--- src/hdl/csoc_pkg.sv ---
// Package with register map, field layout and timing constants for the clock status block.
package csoc_pkg;
   // Register byte offsets.
   localparam logic [11:0] STATUS_OFS = 12'h000;
   localparam logic [11:0] OSCCTL_OFS = 12'h004;
   localparam logic [11:0] TRIM_OFS = 12'h008;
   localparam logic [11:0] DETCTL_OFS = 12'h00C;
   // Reset values.
   localparam logic [31:0] OSCCTL_RESET = 32'h00FF_F001;
   localparam logic [31:0] TRIM_RESET = 32'h0000_0000;
   // Writable bit masks; positions above each top field are dropped, oscillator control bits 6 and 10:8 are kept.
   localparam logic [31:0] OSCCTL_MASK = 32'h00FF_FFFF;
   localparam logic [31:0] TRIM_MASK = 32'h0000_001F;
   localparam logic [31:0] DETCTL_MASK = 32'h0000_0003;
   // Oscillator control field positions.
   localparam int TMO_LSB = 12;
   localparam int TMO_MSB = 23;
   localparam int DET_EN_BIT = 11;
   localparam int PULLDN_BIT = 7;
   localparam int EXTSEL_BIT = 5;
   localparam int XEN_BIT = 4;
   localparam int KICK_BIT = 3;
   localparam int BYP_BIT = 2;
   localparam int SWCTL_BIT = 1;
   localparam int HFO_BIT = 0;
   // Extra slow-clock cycles added to the activation timeout.
   localparam logic [12:0] TMO_EXTRA = 13'h0008;
   // AHB transfer type of interest.
   localparam logic [1:0] HTRANS_NONSEQ = 2'b10;

   // Live indications from the analog clock generator.
   typedef struct packed {
      logic contactlessSecondLock;
      logic contactlessSecondBypass;
      logic contactlessFirstLock;
      logic contactlessDetectDone;
      logic contactlessClockOk;
      logic crystalClockSeen;
      logic crystalReady;
      logic crystalActive;
      logic usbLock;
      logic usbLoopFreeRunning;
      logic postDividerChangeAck;
      logic preDividerChangeAck;
      logic feedbackDividerChangeAck;
      logic usbDetectDone;
      logic usbClockOk;
      logic [7:0] usbEdgeCount;
   } csoc_ana_t;

   // Crystal and fast oscillator controls sent to the analog part.
   typedef struct packed {
      logic crystalEnable;
      logic crystalKick;
      logic crystalBypass;
      logic crystalExternal;
      logic crystalPulldownOn;
      logic crystalDetectOn;
      logic fastOscillatorOn;
      logic [4:0] fastOscillatorTrimValue;
   } csoc_ctl_t;
endpackage : csoc_pkg

--- src/hdl/csoc_top.sv ---
// Clock status word, crystal and fast oscillator control behind AHB-Lite.
//
// The implementer's own choice: register access over AHB-Lite.
`timescale 1ns/1ps
`default_nettype none
// Function
// - Bit 26 mirrors the second contactless PLL lock.
// - Bit 25 sets when crystal activation times out without activity.
// - Bit 24 reports crystal clock seen, only while detection is enabled.
// - Bit 23 reports crystal clock ready.
// - Bit 22 is second contactless lock OR its lock bypass.
// - Bits 21 and 20 give contactless detect done and clock ok.
// - Bits 19 and 18 give second and first contactless lock.
// - Bit 17 crystal activated, bit 16 crystal enabled.
// - Bits 15:8 hold edge count captured on successful USB detection.
// - Bits 7 and 6 give USB detect done and clock ok.
// - Bit 5 shows USB loop free running.
// - Bits 4..2 show post, pre and feedback divider change acks.
// - Bit 0 USB lock, bit 1 USB lock OR lock bypass.
// - Writes to unused control bits 31:24 are ignored; unused bits 6 and 10:8 store.
// - Bits 23:12 set activation timeout in slow cycles plus 8.
// - Bit 11 enables crystal detection only while USB detect enable low.
// - Bit 7 turns on the strong crystal pull-down.
// - Bit 5 selects external clock under software control.
// - Bits 4, 3, 2 enable, kick, bypass crystal under software control.
// - Bit 1 hands crystal control to software.
// - Bit 0 enables fast oscillator, reset value one.
module csoc_top (
   input wire logic core_clk,
   input wire logic reset,
   input wire logic hsel,
   input wire logic [31:0] haddr,
   input wire logic [1:0] htrans,
   input wire logic hwrite,
   input wire logic [2:0] hsize,
   input wire logic [31:0] hwdata,
   input wire logic hready,
   output logic [31:0] hrdata,
   output logic hreadyout,
   output logic hresp,
   input wire csoc_pkg::csoc_ana_t anaStatus,
   input wire logic slowOscillatorTick,
   input wire logic hwCrystalEnable,
   input wire logic hwCrystalKick,
   input wire logic hwCrystalBypass,
   input wire logic hwCrystalExternal,
   input wire logic contactlessSecondBypass,
   output csoc_pkg::csoc_ctl_t oscControl,
   output logic activationTimeoutError
);
   // Both analog indications and the slow tick are asynchronous to core_clk.
   localparam int ANA_W = $bits(csoc_pkg::csoc_ana_t);
   logic [ANA_W-1:0] anaMeta_reg;
   logic [ANA_W-1:0] anaSync_reg;
   logic [4:0] hwMeta_reg;
   logic [4:0] hwSync_reg;
   logic slowMeta_reg;
   logic slowSync_reg;
   logic slowPrev_reg;
   csoc_pkg::csoc_ana_t ana;

   // Two-stage synchronisers; only the second stage feeds logic.
   always_ff @(posedge core_clk) begin
      if (reset) begin
         anaMeta_reg <= '0;
         anaSync_reg <= '0;
         hwMeta_reg <= '0;
         hwSync_reg <= '0;
         slowMeta_reg <= 1'b0;
         slowSync_reg <= 1'b0;
         slowPrev_reg <= 1'b0;
      end else begin
         anaMeta_reg <= anaStatus;
         anaSync_reg <= anaMeta_reg;
         hwMeta_reg <= {contactlessSecondBypass, hwCrystalExternal,
                        hwCrystalBypass, hwCrystalKick, hwCrystalEnable};
         hwSync_reg <= hwMeta_reg;
         slowMeta_reg <= slowOscillatorTick;
         slowSync_reg <= slowMeta_reg;
         slowPrev_reg <= slowSync_reg;
      end
   end
   assign ana = csoc_pkg::csoc_ana_t'(anaSync_reg);

   // AHB address phase capture.
   logic wrPend_reg;
   logic rdPend_reg;
   logic [11:0] addrPend_reg;
   wire logic takeXfer;
   assign takeXfer = hsel && hready && (htrans == csoc_pkg::HTRANS_NONSEQ);

   always_ff @(posedge core_clk) begin
      if (reset) begin
         wrPend_reg <= 1'b0;
         rdPend_reg <= 1'b0;
         addrPend_reg <= 12'h000;
      end else if (hready) begin
         wrPend_reg <= takeXfer && hwrite;
         rdPend_reg <= takeXfer && !hwrite;
         addrPend_reg <= haddr[11:0];
      end
   end

   // Write decode; the status offset has no write strobe at all.
   wire logic wrOsc;
   wire logic wrTrim;
   wire logic wrDet;
   assign wrOsc = wrPend_reg && (addrPend_reg == csoc_pkg::OSCCTL_OFS);
   assign wrTrim = wrPend_reg && (addrPend_reg == csoc_pkg::TRIM_OFS);
   assign wrDet = wrPend_reg && (addrPend_reg == csoc_pkg::DETCTL_OFS);

   // Software registers; masks keep unused bits at zero, except oscCtl bits 6 and 10:8, which store.
   logic [31:0] oscCtl_reg;
   logic [31:0] trim_reg;
   logic [1:0] detCtl_reg;
   always_ff @(posedge core_clk) begin
      if (reset) begin
         oscCtl_reg <= csoc_pkg::OSCCTL_RESET;
         trim_reg <= csoc_pkg::TRIM_RESET;
         detCtl_reg <= 2'b00;
      end else begin
         if (wrOsc) begin
            oscCtl_reg <= hwdata & csoc_pkg::OSCCTL_MASK;
         end
         if (wrTrim) begin
            trim_reg <= hwdata & csoc_pkg::TRIM_MASK;
         end
         if (wrDet) begin
            detCtl_reg <= hwdata[1:0];
         end
      end
   end

   // Field views of the oscillator control and detect control words.
   wire logic swCtl;
   wire logic usbDetectEnable;
   wire logic crystalDetectOn;
   wire logic [11:0] timeoutField;
   assign swCtl = oscCtl_reg[csoc_pkg::SWCTL_BIT];
   assign usbDetectEnable = detCtl_reg[0];
   assign timeoutField = oscCtl_reg[csoc_pkg::TMO_MSB:csoc_pkg::TMO_LSB];
   // Crystal detection yields to the USB input clock detector.
   assign crystalDetectOn = oscCtl_reg[csoc_pkg::DET_EN_BIT]
                            && !usbDetectEnable;

   // Software override mux; hardware sequencer drives otherwise.
   csoc_pkg::csoc_ctl_t ctlNext;
   always_comb begin
      ctlNext.crystalEnable = swCtl ? oscCtl_reg[csoc_pkg::XEN_BIT]
                                    : hwSync_reg[0];
      ctlNext.crystalKick = swCtl ? oscCtl_reg[csoc_pkg::KICK_BIT]
                                  : hwSync_reg[1];
      ctlNext.crystalBypass = swCtl ? oscCtl_reg[csoc_pkg::BYP_BIT]
                                    : hwSync_reg[2];
      ctlNext.crystalExternal = swCtl ? oscCtl_reg[csoc_pkg::EXTSEL_BIT]
                                      : hwSync_reg[3];
      ctlNext.crystalPulldownOn = oscCtl_reg[csoc_pkg::PULLDN_BIT];
      ctlNext.crystalDetectOn = crystalDetectOn;
      ctlNext.fastOscillatorOn = oscCtl_reg[csoc_pkg::HFO_BIT];
      ctlNext.fastOscillatorTrimValue = trim_reg[4:0];
   end

   // Activation timer runs on slow-clock ticks while the crystal is enabled.
   wire logic slowTick;
   assign slowTick = slowSync_reg && !slowPrev_reg;
   logic [12:0] actCount_reg;
   logic tmoErr_reg;
   logic crystalEnPrev_reg;
   wire logic [12:0] tmoLimit;
   assign tmoLimit = {1'b0, timeoutField} + csoc_pkg::TMO_EXTRA;

   always_ff @(posedge core_clk) begin
      if (reset) begin
         actCount_reg <= 13'h0000;
         tmoErr_reg <= 1'b0;
         crystalEnPrev_reg <= 1'b0;
      end else begin
         crystalEnPrev_reg <= ctlNext.crystalEnable;
         // A fresh enable restarts the timer and clears a stale error.
         if (ctlNext.crystalEnable && !crystalEnPrev_reg) begin
            actCount_reg <= 13'h0000;
            tmoErr_reg <= 1'b0;
         end else if (ctlNext.crystalEnable && !ana.crystalActive
                      && !tmoErr_reg && slowTick) begin
            if (actCount_reg + 13'h0001 >= tmoLimit) begin
               tmoErr_reg <= 1'b1;
            end
            actCount_reg <= actCount_reg + 13'h0001;
         end
      end
   end

   // Captured edge count, taken only on a successful USB detection.
   logic [7:0] edgeCount_reg;
   logic doneSeen_reg;
   always_ff @(posedge core_clk) begin
      if (reset) begin
         edgeCount_reg <= 8'h00;
         doneSeen_reg <= 1'b0;
      end else begin
         doneSeen_reg <= ana.usbDetectDone;
         if (ana.usbDetectDone && !doneSeen_reg && ana.usbClockOk) begin
            edgeCount_reg <= ana.usbEdgeCount;
         end
      end
   end

   // Status word assembly; it has no storage that software can write.
   wire logic [31:0] statusWord;
   assign statusWord = {5'b00000,
                        ana.contactlessSecondLock,
                        tmoErr_reg,
                        ana.crystalClockSeen && crystalDetectOn,
                        ana.crystalReady,
                        ana.contactlessSecondLock
                        || hwSync_reg[4],
                        ana.contactlessDetectDone,
                        ana.contactlessClockOk,
                        ana.contactlessSecondLock,
                        ana.contactlessFirstLock,
                        ana.crystalActive,
                        oscControl.crystalEnable,
                        edgeCount_reg,
                        ana.usbDetectDone,
                        ana.usbClockOk,
                        ana.usbLoopFreeRunning,
                        ana.postDividerChangeAck,
                        ana.preDividerChangeAck,
                        ana.feedbackDividerChangeAck,
                        ana.usbLock || detCtl_reg[1],
                        ana.usbLock};

   // Read mux; unmapped offsets read zero.
   wire logic [31:0] readMux;
   assign readMux = (addrPend_reg == csoc_pkg::STATUS_OFS) ? statusWord :
                    (addrPend_reg == csoc_pkg::OSCCTL_OFS) ? oscCtl_reg :
                    (addrPend_reg == csoc_pkg::TRIM_OFS) ? trim_reg :
                    (addrPend_reg == csoc_pkg::DETCTL_OFS) ?
                    {30'h0, detCtl_reg} : 32'h0000_0000;

   // Registered outputs; a read drops hreadyout at its address edge.
   // The wait state is what lets hrdata come from a flip-flop; the price
   // is one extra cycle on every read.
   wire logic takeRead;
   assign takeRead = takeXfer && !hwrite;
   always_ff @(posedge core_clk) begin
      if (reset) begin
         hrdata <= 32'h0000_0000;
         hreadyout <= 1'b1;
         hresp <= 1'b0;
         oscControl <= '0;
         activationTimeoutError <= 1'b0;
      end else begin
         hresp <= 1'b0;
         oscControl <= ctlNext;
         activationTimeoutError <= tmoErr_reg;
         hreadyout <= !takeRead;
         // Load once, in the wait cycle, so the data stand until next read.
         if (rdPend_reg && !hreadyout) begin
            hrdata <= readMux;
         end
      end
   end
endmodule : csoc_top
`default_nettype wire

--- config.mk ---
export PLATFORM = sky130hd
export DESIGN_NAME = csoc_top
export DESIGN_NICKNAME = d
export VERILOG_FILES = /design/src/hdl/csoc_pkg.sv /design/src/hdl/csoc_top.sv
export SDC_FILE = /design/constraint.sdc
export NUM_CORES = 1
export LEC_CHECK = 0
export ABC_AREA = 1
export BUFFER_PORTS_ARGS = -buffer_cell sky130_fd_sc_hd__buf_2
export CAP_MARGIN = 20
export CORE_MARGIN = 4
export CORE_UTILIZATION = 50
export CTS_BUF_LIST = sky130_fd_sc_hd__clkbuf_8
export DETAILED_ROUTE_END_ITERATION = 8
export PLACE_DENSITY = 0.75
export SLEW_MARGIN = 25
export SYNTH_ARGS = -nofsm -noshare
export SYNTH_HDL_FRONTEND = slang
export SYNTH_SLANG_ARGS = --single-unit
--- constraint.sdc ---
create_clock -name core_clk -period 4 [get_ports core_clk]
set_input_delay 0.6 -clock core_clk [delete_from_list [all_inputs] [get_ports core_clk]]
set_output_delay 0.6 -clock core_clk [all_outputs]
set_load 0.01 [all_outputs]
==> results.md, run 1 <==
* Setup slack on the worst flop-to-flop path at 1.50 ns
* Vias in the first global route at 5151
* CP endpoint kind: flop
* Tightest Pin Transition at 0.849 ns
* Max Fclk at 400 MHz
* Placement Cell Area at 0.00726 mm2
* WL final at 15300 um
* Synth top area cells: dfxtp_1 (50%), inv_1 (7.9%), nor2_1 (7.5%)
* Worst-path clk slew at 0.08 ns
* Hold Buf Count CTS at 0
* Routed vias at 5631
* Setup TNS at 0 ns
* Sw frac at 22.4%
* CTS Root Cell: clkbuf_8
* R2R Path Start: oscCtl_reg[15]
* Top_reg_cell synth: dfxtp_1
* Clk pwr share at 40.0%
* Critical path's top delay family: simple AND/OR/NAND/NOR gates
* CTS tree: yes
* Endpoints failing hold at 0
* Die height at 124 um
* Leading area contributor after synthesis: dfxtp_1
* Final net count at 1083
* Die ar. at 0.0153 mm2
* Global Route Usage Sum at 21.0%
* Worst slew margin at 43.4%
* Detailed placement HPWL at 10600 um
* Share of cells above drive strength 1 at 16.4%
* Initial Util at 52.0%
* Unrepaired setup endpoints after global routing: false
* # IOs at 150
* Num CTS Buffers at 17
* Resize count post-CTS at 0
* Worst ir drop on vdd at 0.000252 V
* Max FO, Critical Path at 7
* First-pass GRT wire length at 25000 um
* DR WL/cell at 13.3 um
* Initial drt markers at 408
* Mapped Avg Cell Area at 7.63 um2
* # clock sinks at 166
* Setup CP Type: flop to flop
* Max Cap Viol at 0
* Share of the synthesized area in the top cell type at 49.8%
* Initial antenna violation count at 0
* Fin crit period at 2.50 ns
* Clock Latency Late Sink at 0.45 ns
* Critical-path cell list: ha_1 > nand2_1 > nor4_1 > nand3_1 > xor2_1 > inv_1 > ha_1 > nand2_1 > inv_1 > nand3_1 > inv_1 > a21oi_1 > nand3_1 > nand2_1 > a21oi_1
* Status: completed
* Hold path startpoint: hwCrystalBypass
* Final setup fails at 0
* Design area at 0.00768 mm2
* Psw at 701 uW
* Horiz. Die Dim at 124 um
* Fin util at 59.9%
* Diode count at 0
* Top-count cell post-synth: dfxtp_1
* Internal power at 2430 uW
* R2r endpoint: tmoErr_reg
* Vias per cell at 4.90
* Tcrit/Tclk final at 62.5%
* 1st-pass router iterations at 5
* Async SR Flop Fraction at 0%
* Worst Hold End: hwMeta_reg[2]
* Port Buffers at 111
* Register bit total from synthesis at 166
* # DRC at 0
* Routability congestion estimate at 0.914
* Buf/Inv on CP at 3
* Path depth of the worst reg2reg path at 15
* Antenna-violating nets left at 0
* Post-synth cell types at 35
* Sequential power share at 54.6%
* Total grt overflow at 0
* Cell leakage power at 0.00381 uW
* CP Data Arrival Time at 2.84 ns
* Critical path origin: oscCtl_reg[15]
* Largest net degree at the start of global routing at 83
* CP required at 4.34 ns
* Synth Instances at 874
* Number of flip-flops under the largest register name at 27
* Clk_skew at 0.0117 ns
* Clk buf depth at 2
* Synth warnings at 0
* Comb power frac at 5.4%
* Power Dens Cells at 407 mW/mm2
* Mapped Area at 0.00667 mm2
* Row count at 41
* H-tree Lvls at 4
* Post-synthesis sequential area ratio at 49.8%
* Largest stage delay on the critical path at 0.49 ns
* Slew Limit Fails at 0
* Critical Path Start Type: flop
* Slowest cell on crit path: dfxtp_1
* Min-Delay Path Class: input pin to flop
* Post-synth EDFFs at 0
* Core area at 0.0128 mm2
* Hold path depth at 3
* Post-CTS Setup Bufs at 0
* Area grow syn2layout at 15.2%
* Most frequent cells after synthesis: dfxtp_1 (166), inv_1 (140), nor2_1 (134)
-- per-layer routing --
layer	track usage [%]	wire length, um	vias to the layer above	share of wire [%]
li1	-	-	2922	-
met4	7.68	399	0	2.6
met5	0	0	-	0
met2	31.2	6690	166	44
met3	5.81	1030	28	6.8
met1	29.2	7150	2515	47
-- cells by family (layout without fill, tap and decap cells) --
| family | count (synthesis) | in the layout | synth area share, % |
|---|---|---|---|
| other | 1 | 6 | 0.0562 |
| adders and majority gates | 15 | 15 | 2.81 |
| AOI/OAI and AO/OA | 137 | 137 | 10.7 |
| and+or+nand+nor | 346 | 346 | 22.8 |
| xor gates and xnor gates | 16 | 16 | 2.10 |
| DFF | 166 | 166 | 49.8 |
| buffers and inverters | 193 | 292 | 11.7 |
-- worst min-delay path, delay by kind of cell --
family / cells / cell delay, ns
simple gates: 1 / 0.06
buf+inv: 2 / 0.10
-- worst max path at each step --
stage,to,slack (ns),cells past startpoint
2_1_floorplan,tmoErr_reg,1.84,15
3_3_place_gp,tmoErr_reg,1.58,15
3_5_place_dp,tmoErr_reg,1.55,15
4_1_cts,tmoErr_reg,1.53,15
5_1_grt,tmoErr_reg,1.25,15
6_report,tmoErr_reg,1.50,15
-- stage by stage --
step | instances | setup WS, ns | power [uW] | hold slack (ns)
floorplan | 879 | 1.84 | 1850 | 0.388
global placement | 1118 | 1.58 | 1910 | 0.389
detailed placement | 1118 | 1.55 | 1920 | 0.394
CTS | 1150 | 1.53 | 3150 | 0.321
global route | 1150 | 1.25 | 3240 | 0.318
finish | 1150 | 1.50 | 3130 | 0.345
-- layout by cell type, fill, tap and decap left out, types with 2 or more instances in the layout --
| cell type | n |
|---|---|
| nor2_2 | 2 |
| bufinv_16 | 3 |
| clkinvlp_4 | 2 |
| nor2_4 | 2 |
| nand3b_1 | 3 |
| nor4_1 | 2 |
| nand2_1 | 98 |
| nand4_1 | 21 |
| nor3_1 | 15 |
| nand3_2 | 2 |
| buf_2 | 111 |
| dfxtp_1 | 166 |
| inv_1 | 143 |
| o211ai_1 | 6 |
| clkinv_2 | 3 |
| nor2_1 | 133 |
| xor2_1 | 15 |
| o21ai_0 | 62 |
| clkbuf_8 | 21 |
| a211oi_1 | 2 |
| inv_2 | 3 |
| o21ai_1 | 14 |
| nand3_1 | 60 |
| conb_1 | 6 |
| buf_4 | 6 |
| or2_0 | 4 |
| a21oi_1 | 49 |
| ha_1 | 15 |
-- layout make-up --
| type | count | area [um2] |
|---|---|---|
| Timing Repair Buffer | 117 | 601 |
| Clock buffer | 21 | 289 |
| Tap cell | 172 | 215 |
| Multi-Input combinational cell | 520 | 2590 |
| Clock inverter | 11 | 131 |
| Fill cell | 1199 | 5140 |
| Inverter | 143 | 537 |
| Sequential cell | 166 | 3320 |
-- power groups by stage --
stage                     Clock, uW  Combinational [uW]  Sequential, uW
after floorplan                   0                 112            1740
after global placement            0                 167            1740
after detailed placement          0                 170            1750
after CTS                      1270                 170            1710
after global routing           1340                 193            1710
final                          1250                 169            1710
Power figures use the tool's default switching activity.
==> run 2: changes to the inputs <==
- clock period: 4 -> 2.48 ns (I/O delays scaled with it)
==> run 2 against run 1 <==
Net effect:
- combinational power is 64% higher
- clock power is 58% higher
- clock skew is 0.0014 ns lower
- final area is 0.90% higher
- hold slack worse by 0.24 ns
- critical path depth stayed put
- first-iteration DRC count is 7.6% lower
- setup slack worse by 1.3 ns
- maximum frequency is 11% higher
- sequential share of layout area is 0.37 points lower
- total power is 60% higher
- die area stayed put
- critical endpoint unchanged
==> results.md, run 2 (synthesis gave the netlist of run 1 again) <==
* Status: completed
* Final net count at 1091 (+0.74%)
* Die ar. at 0.0153 mm2 (unchanged)
* Max Fclk at 442 MHz (+11%)
* First-pass GRT wire length at 25400 um (+1.6%)
* Fillers at 1227 (+2.3%)
* Row count at 41 (unchanged)
* Slew Limit Fails at 0 (unchanged)
* Fin crit period at 2.26 ns (-0.240 ns)
* Total grt overflow at 0 (unchanged)
* # DRC at 0 (unchanged)
* Critical Path Start Type: flop
* Tightest Pin Transition at 0.846 ns (-0.00318 ns)
* Endpoints failing hold at 0 (unchanged)
* H-tree Lvls at 4 (unchanged)
* Area grow syn2layout at 16.2%
* CP required at 2.83 ns (-1.51 ns)
* Share of cells above drive strength 1 at 17.7% (+1.4 points)
* Core area at 0.0128 mm2 (unchanged)
* Final setup fails at 0 (unchanged)
* Initial drt markers at 377 (-7.6%)
* Port Buffers at 111 (unchanged)
* Clk buf depth at 2 (unchanged)
* Num CTS Buffers at 17 (unchanged)
* Clock Latency Late Sink at 0.46 ns (about the same)
* Vias per cell at 4.85 (-0.95%)
* Largest net degree at the start of global routing at 83 (unchanged)
* Pwr Total at 5000 uW (+60%)
* Max Cap Viol at 0 (unchanged)
* Most frequent cells in the layout: dfxtp_1 (165), inv_1 (140), nor2_1 (132)
* Vias in the first global route at 5263 (+2.2%)
* Detailed placement HPWL at 10900 um (+2.5%)
* Power Dens Cells at 644 mW/mm2 (+58%)
* CTS Root Cell: clkbuf_8
* Max FO, Critical Path at 4 (-3)
* WL final at 15700 um (+2.5%)
* Hold Buf Count CTS at 0 (unchanged)
* Worst slew margin at 43.6% (+0.21 points)
* Setup CP Type: flop to flop
* Initial antenna violation count at 1 (+1)
* Horiz. Die Dim at 124 um (unchanged)
* Design area at 0.00775 mm2 (+0.90%)
* Most common cell after layout, fill and taps aside: dfxtp_1
* Worst ir drop on vdd at 0.000429 V (+70%)
* Worst-path clk slew at 0.09 ns (about the same)
* Die height at 124 um (unchanged)
* CTS tree: yes
* Routability congestion estimate at 0.948 (+3.7%)
* Routed vias at 5621 (-0.18%)
* 1st-pass router iterations at 4 (-1)
* Clk_skew at 0.0103 ns (-0.00141 ns)
* Placement Cell Area at 0.00731 mm2 (+0.62%)
* CP endpoint kind: flop
* Global Route Usage Sum at 21.3% (+0.37 points)
* Antenna-violating nets left at 0 (unchanged)
* Tcrit/Tclk final at 91.1% (+29 points)
* DR WL/cell at 13.5 um (+1.7%)
* Initial Util at 52.0% (unchanged)
* CP Data Arrival Time at 2.61 ns (-0.23 ns)
* Number of flip-flops under the largest register name at 27 (unchanged)
* Min-Delay Path Class: input pin to flop
* # IOs at 150 (unchanged)
* Cell leakage power at 0.00383 uW (+0.58%)
* # clock sinks at 166 (unchanged)
-- run 2: cell types whose count changed in the layout (fill, tap and decap cells not counted), sizes merged --
cell      before  now
bufinv         3    2
buf          117  125
diode          0    1
clkinvlp       2    3
clkinv         3    7
clkbuf        21   17
-- run 2: layout make-up --
| type | count | area, um2 | share of cell area [%] |
|---|---|---|---|
| sequential | 166 | 3320 | 42.9 |
| multi-input combinational | 520 | 2600 | 33.6 |
| timing repair buffer | 125 | 661 | 8.52 |
| inverter | 143 | 537 | 6.92 |
| clock buffer | 17 | 234 | 3.02 |
| tap | 172 | 215 | 2.78 |
| clock inverter | 15 | 176 | 2.28 |
| antenna | 1 | 2.50 | 0.0323 |
-- run 2: per-layer routing --
metal,up-vias,global-route usage [%],wire [um],part of all wire (%)
li1,2944,-,-,-
met1,2495,29.0,7330,47
met2,161,33.3,7060,45
met3,21,5.90,1000,6.4
met4,0,6.23,262,1.7
met5,-,0,0,0
-- run 2: critical path, stage by stage (launching register included) --
cell,delay (ns)
dfxtp_1,0.39
nand3_1,0.15
nor2_2,0.20
nand3_1,0.13
nor2_1,0.13
xor2_1,0.19
inv_1,0.07
ha_1,0.31
nand2_1,0.06
inv_1,0.04
nand3_1,0.09
inv_1,0.05
a21oi_1,0.14
nand3_1,0.08
nand2_1,0.06
a21oi_1,0.05
-- run 2: worst paths after layout --
kind / from / end / slack (ns) / depth (start not counted)
worst max-delay path: actCount_reg[2] / tmoErr_reg / 0.22 / 15
worst min-delay path: hwCrystalExternal / hwMeta_reg[3] / 0.11 / 3
worst max register to register: actCount_reg[2] / tmoErr_reg / 0.22 / 15
worst min register to register: anaMeta_reg[8] / ana[8] / 0.39 / 2
-- run 2: where the power goes --
group          leakage, uW  switching (uW)  total (uW)  internal, uW
Combinational      0.00228             178         278           100
Clock             0.000200            1050        1970           918
Sequential         0.00135            24.6        2750          2730
-- run 2: repair_timing --
item                                   in CTS  in global routing
endpoints found under the hold margin       0                  0
setup endpoints to repair                   0                  1
setup buffers                               0                  2
gates resized for setup                     0                  4
-- run 2: through the flow --
step	util (%)	setup slack (ns)	hold slack [ns]	std cells	TNS, ns
floorplan	-	0.324	0.388	879	0
global placement	57.0	0.195	0.389	1124	0
detailed placement	57.0	0.148	0.394	1124	0
CTS	60.2	0.129	0.0928	1156	0
global route	60.5	-0.00499	0.0858	1159	-0.00499
finish	60.5	0.220	0.110	1159	0
==> run 3: changes to the inputs <==
- CORE_ASPECT_RATIO: default -> 1.25
- REMOVE_ABC_BUFFERS: default -> 1
- clock period: 2.48 -> 2.8 ns (I/O delays scaled with it)
==> run 3 against run 2 <==
Net effect:
- core utilization fell by 0.65 points
- critical endpoint unchanged
- global-route usage fell by 1.2 points
- clock skew rose by 0.00089 ns
- clock power fell by 17%
- largest power group unchanged
- sequential share of layout area rose by 0.22 points
- total power fell by 13%
- critical path type unchanged
==> results.md, run 3 (synthesis gave the netlist of run 1 again) <==
* Num CTS Buffers at 17 (unchanged)
* Routed vias at 5632 (+0.20%)
* Share of cells above drive strength 1 at 17.1% (-0.66 points)
* R2r endpoint: tmoErr_reg
* Worst Hold End: anaMeta_reg[11]
* Final net count at 1088 (-0.27%)
* Most frequent cells in the layout: dfxtp_1 (166), inv_1 (140), nor2_1 (133)
* Area grow syn2layout at 15.6%
* Power Dens Cells at 561 mW/mm2 (-13%)
* Max Fclk at 410 MHz (-7.3%)
* Core area at 0.0129 mm2 (+0.53%)
* Max Cap Viol at 0 (unchanged)
* Initial Util at 51.8% (-0.27 points)
* CP required at 3.14 ns (+0.31 ns)
* WL final at 15000 um (-3.9%)
* DR WL/cell at 13.1 um (-3.2%)
* Largest net degree at the start of global routing at 83 (unchanged)
* Worst-path clk slew at 0.09 ns (about the same)
* Initial antenna violation count at 0 (-1)
* Critical path origin: oscCtl_reg[16]
* Final setup fails at 0 (unchanged)
* First-pass GRT wire length at 24800 um (-2.4%)
* Max FO, Critical Path at 4 (unchanged)
* CTS tree: yes
* # IOs at 150 (unchanged)
* CTS Root Cell: clkbuf_8
* Hold Buf Count CTS at 0 (unchanged)
* Setup CP Type: flop to flop
* Most common cell after layout, fill and taps aside: dfxtp_1
* Slew Limit Fails at 0 (unchanged)
* Pwr Total at 4330 uW (-13%)
* Fin util at 59.8% (-0.65 points)
* H-tree Lvls at 4 (unchanged)
* Worst slew margin at 43.9% (+0.24 points)
* Initial drt markers at 240 (-36%)
* Die height at 137 um (+11%)
* Clock Latency Late Sink at 0.45 ns (about the same)
* Status: completed
* Fillers at 1227 (unchanged)
* Hold path startpoint: anaStatus[11]
* Diode count at 0 (-1)
* Cell leakage power at 0.00382 uW (-0.48%)
* Fin crit period at 2.44 ns (+0.178 ns)
* Detailed placement HPWL at 10100 um (-7.1%)
* Worst ir drop on vdd at 0.000351 V (-18%)
* 1st-pass router iterations at 5 (+1)
* Tcrit/Tclk final at 87.1% (-4.0 points)
* Vias per cell at 4.89 (+0.89%)
* Total grt overflow at 0 (unchanged)
* Resize count post-CTS at 0 (unchanged)
* Antenna-violating nets left at 0 (unchanged)
* Vias in the first global route at 5419 (+3.0%)
* Setup slack on the worst flop-to-flop path at 0.36 ns (+0.14 ns)
* CP Data Arrival Time at 2.78 ns (+0.17 ns)
* Port Buffers at 111 (unchanged)
* Die ar. at 0.0153 mm2 (about the same)
* Final hold slack at 0.166 ns (+0.0566 ns)
* Post-CTS Setup Bufs at 0 (unchanged)
* Global Route Usage Sum at 20.1% (-1.2 points)
* # DRC at 0 (unchanged)
* Number of flip-flops under the largest register name at 27 (unchanged)
* Min-Delay Path Class: input pin to flop
* R2R Path Start: oscCtl_reg[16]
* CP endpoint kind: flop
* Clk buf depth at 2 (unchanged)
* Horiz. Die Dim at 111 um (-9.9%)
* Routability congestion estimate at 0.848 (-11%)
* Path depth of the worst reg2reg path at 15 (unchanged)
* Clk_skew at 0.0112 ns (+0.000891 ns)
* Endpoints failing hold at 0 (unchanged)
* Critical Path Start Type: flop
* Hold path depth at 3 (unchanged)
* Tightest Pin Transition at 0.840 ns (-0.00570 ns)
* Setup TNS at 0 ns (unchanged)
* Unrepaired setup endpoints after global routing: false
* Row count at 46 (+12%)
* # clock sinks at 166 (unchanged)
[run 3: changes by cell type in the layout (fill, tap and decap cells not counted), sizes merged]
cell / delta
clkbuf: +2
bufinv: -1
clkinv: -2
inv: +1
buf: -3
diode: -1
[run 3: worst max-delay path by stage]
| stage | to | slack, ns | cells past startpoint |
|---|---|---|---|
| final | tmoErr_reg | 0.36 | 15 |
| after global routing | tmoErr_reg | 0.13 | 15 |
| after CTS | tmoErr_reg | 0.38 | 15 |
| after detailed placement | tmoErr_reg | 0.39 | 15 |
| after global placement | tmoErr_reg | 0.47 | 15 |
| after floorplan | hrdata[10] | 0.35 | 6 |
[run 3: metrics by stage]
stage,worst slack (ns),instances,area [um2]
3_3_place_gp,0.469,1119,7330
6_report,0.362,1151,7710
3_5_place_dp,0.392,1119,7330
2_1_floorplan,0.353,829,6450
5_1_grt,0.132,1151,7710
4_1_cts,0.379,1151,7710
[run 3: where the power goes]
part	switching (uW)	internal, uW
registers	20.1	2410
logic	161	91.2
clock network	883	759
total	1060	3260
[run 3: worst max-delay path, stage by stage, from the launching register on]
cell,delay [ns]
dfxtp_1,0.39
ha_1,0.20
nand2_1,0.08
nor4_1,0.36
nand3_1,0.16
xor2_1,0.16
inv_1,0.06
ha_1,0.29
nand2_1,0.07
inv_1,0.05
nand3_1,0.08
inv_1,0.05
a21oi_1,0.14
nand3_1,0.11
nand2_1,0.07
a21oi_1,0.06
[run 3: area by class of cell]
class	count	area, um2	share of cell area, %
Clock inverter	13	123	1.59
Sequential cell	166	3320	43.1
Inverter	143	537	6.96
Multi-Input combinational cell	520	2590	33.6
Timing Repair Buffer	122	663	8.60
Clock buffer	19	262	3.39
Tap cell	168	210	2.73
[run 3: routing by layer]
layer,part of all wire (%),GRT usage [%],vias up
met3,5.0,4.51,21
li1,-,-,2936
met2,50,36.6,132
met4,2.0,7.57,0
met1,43,23.1,2543
met5,0,0,-
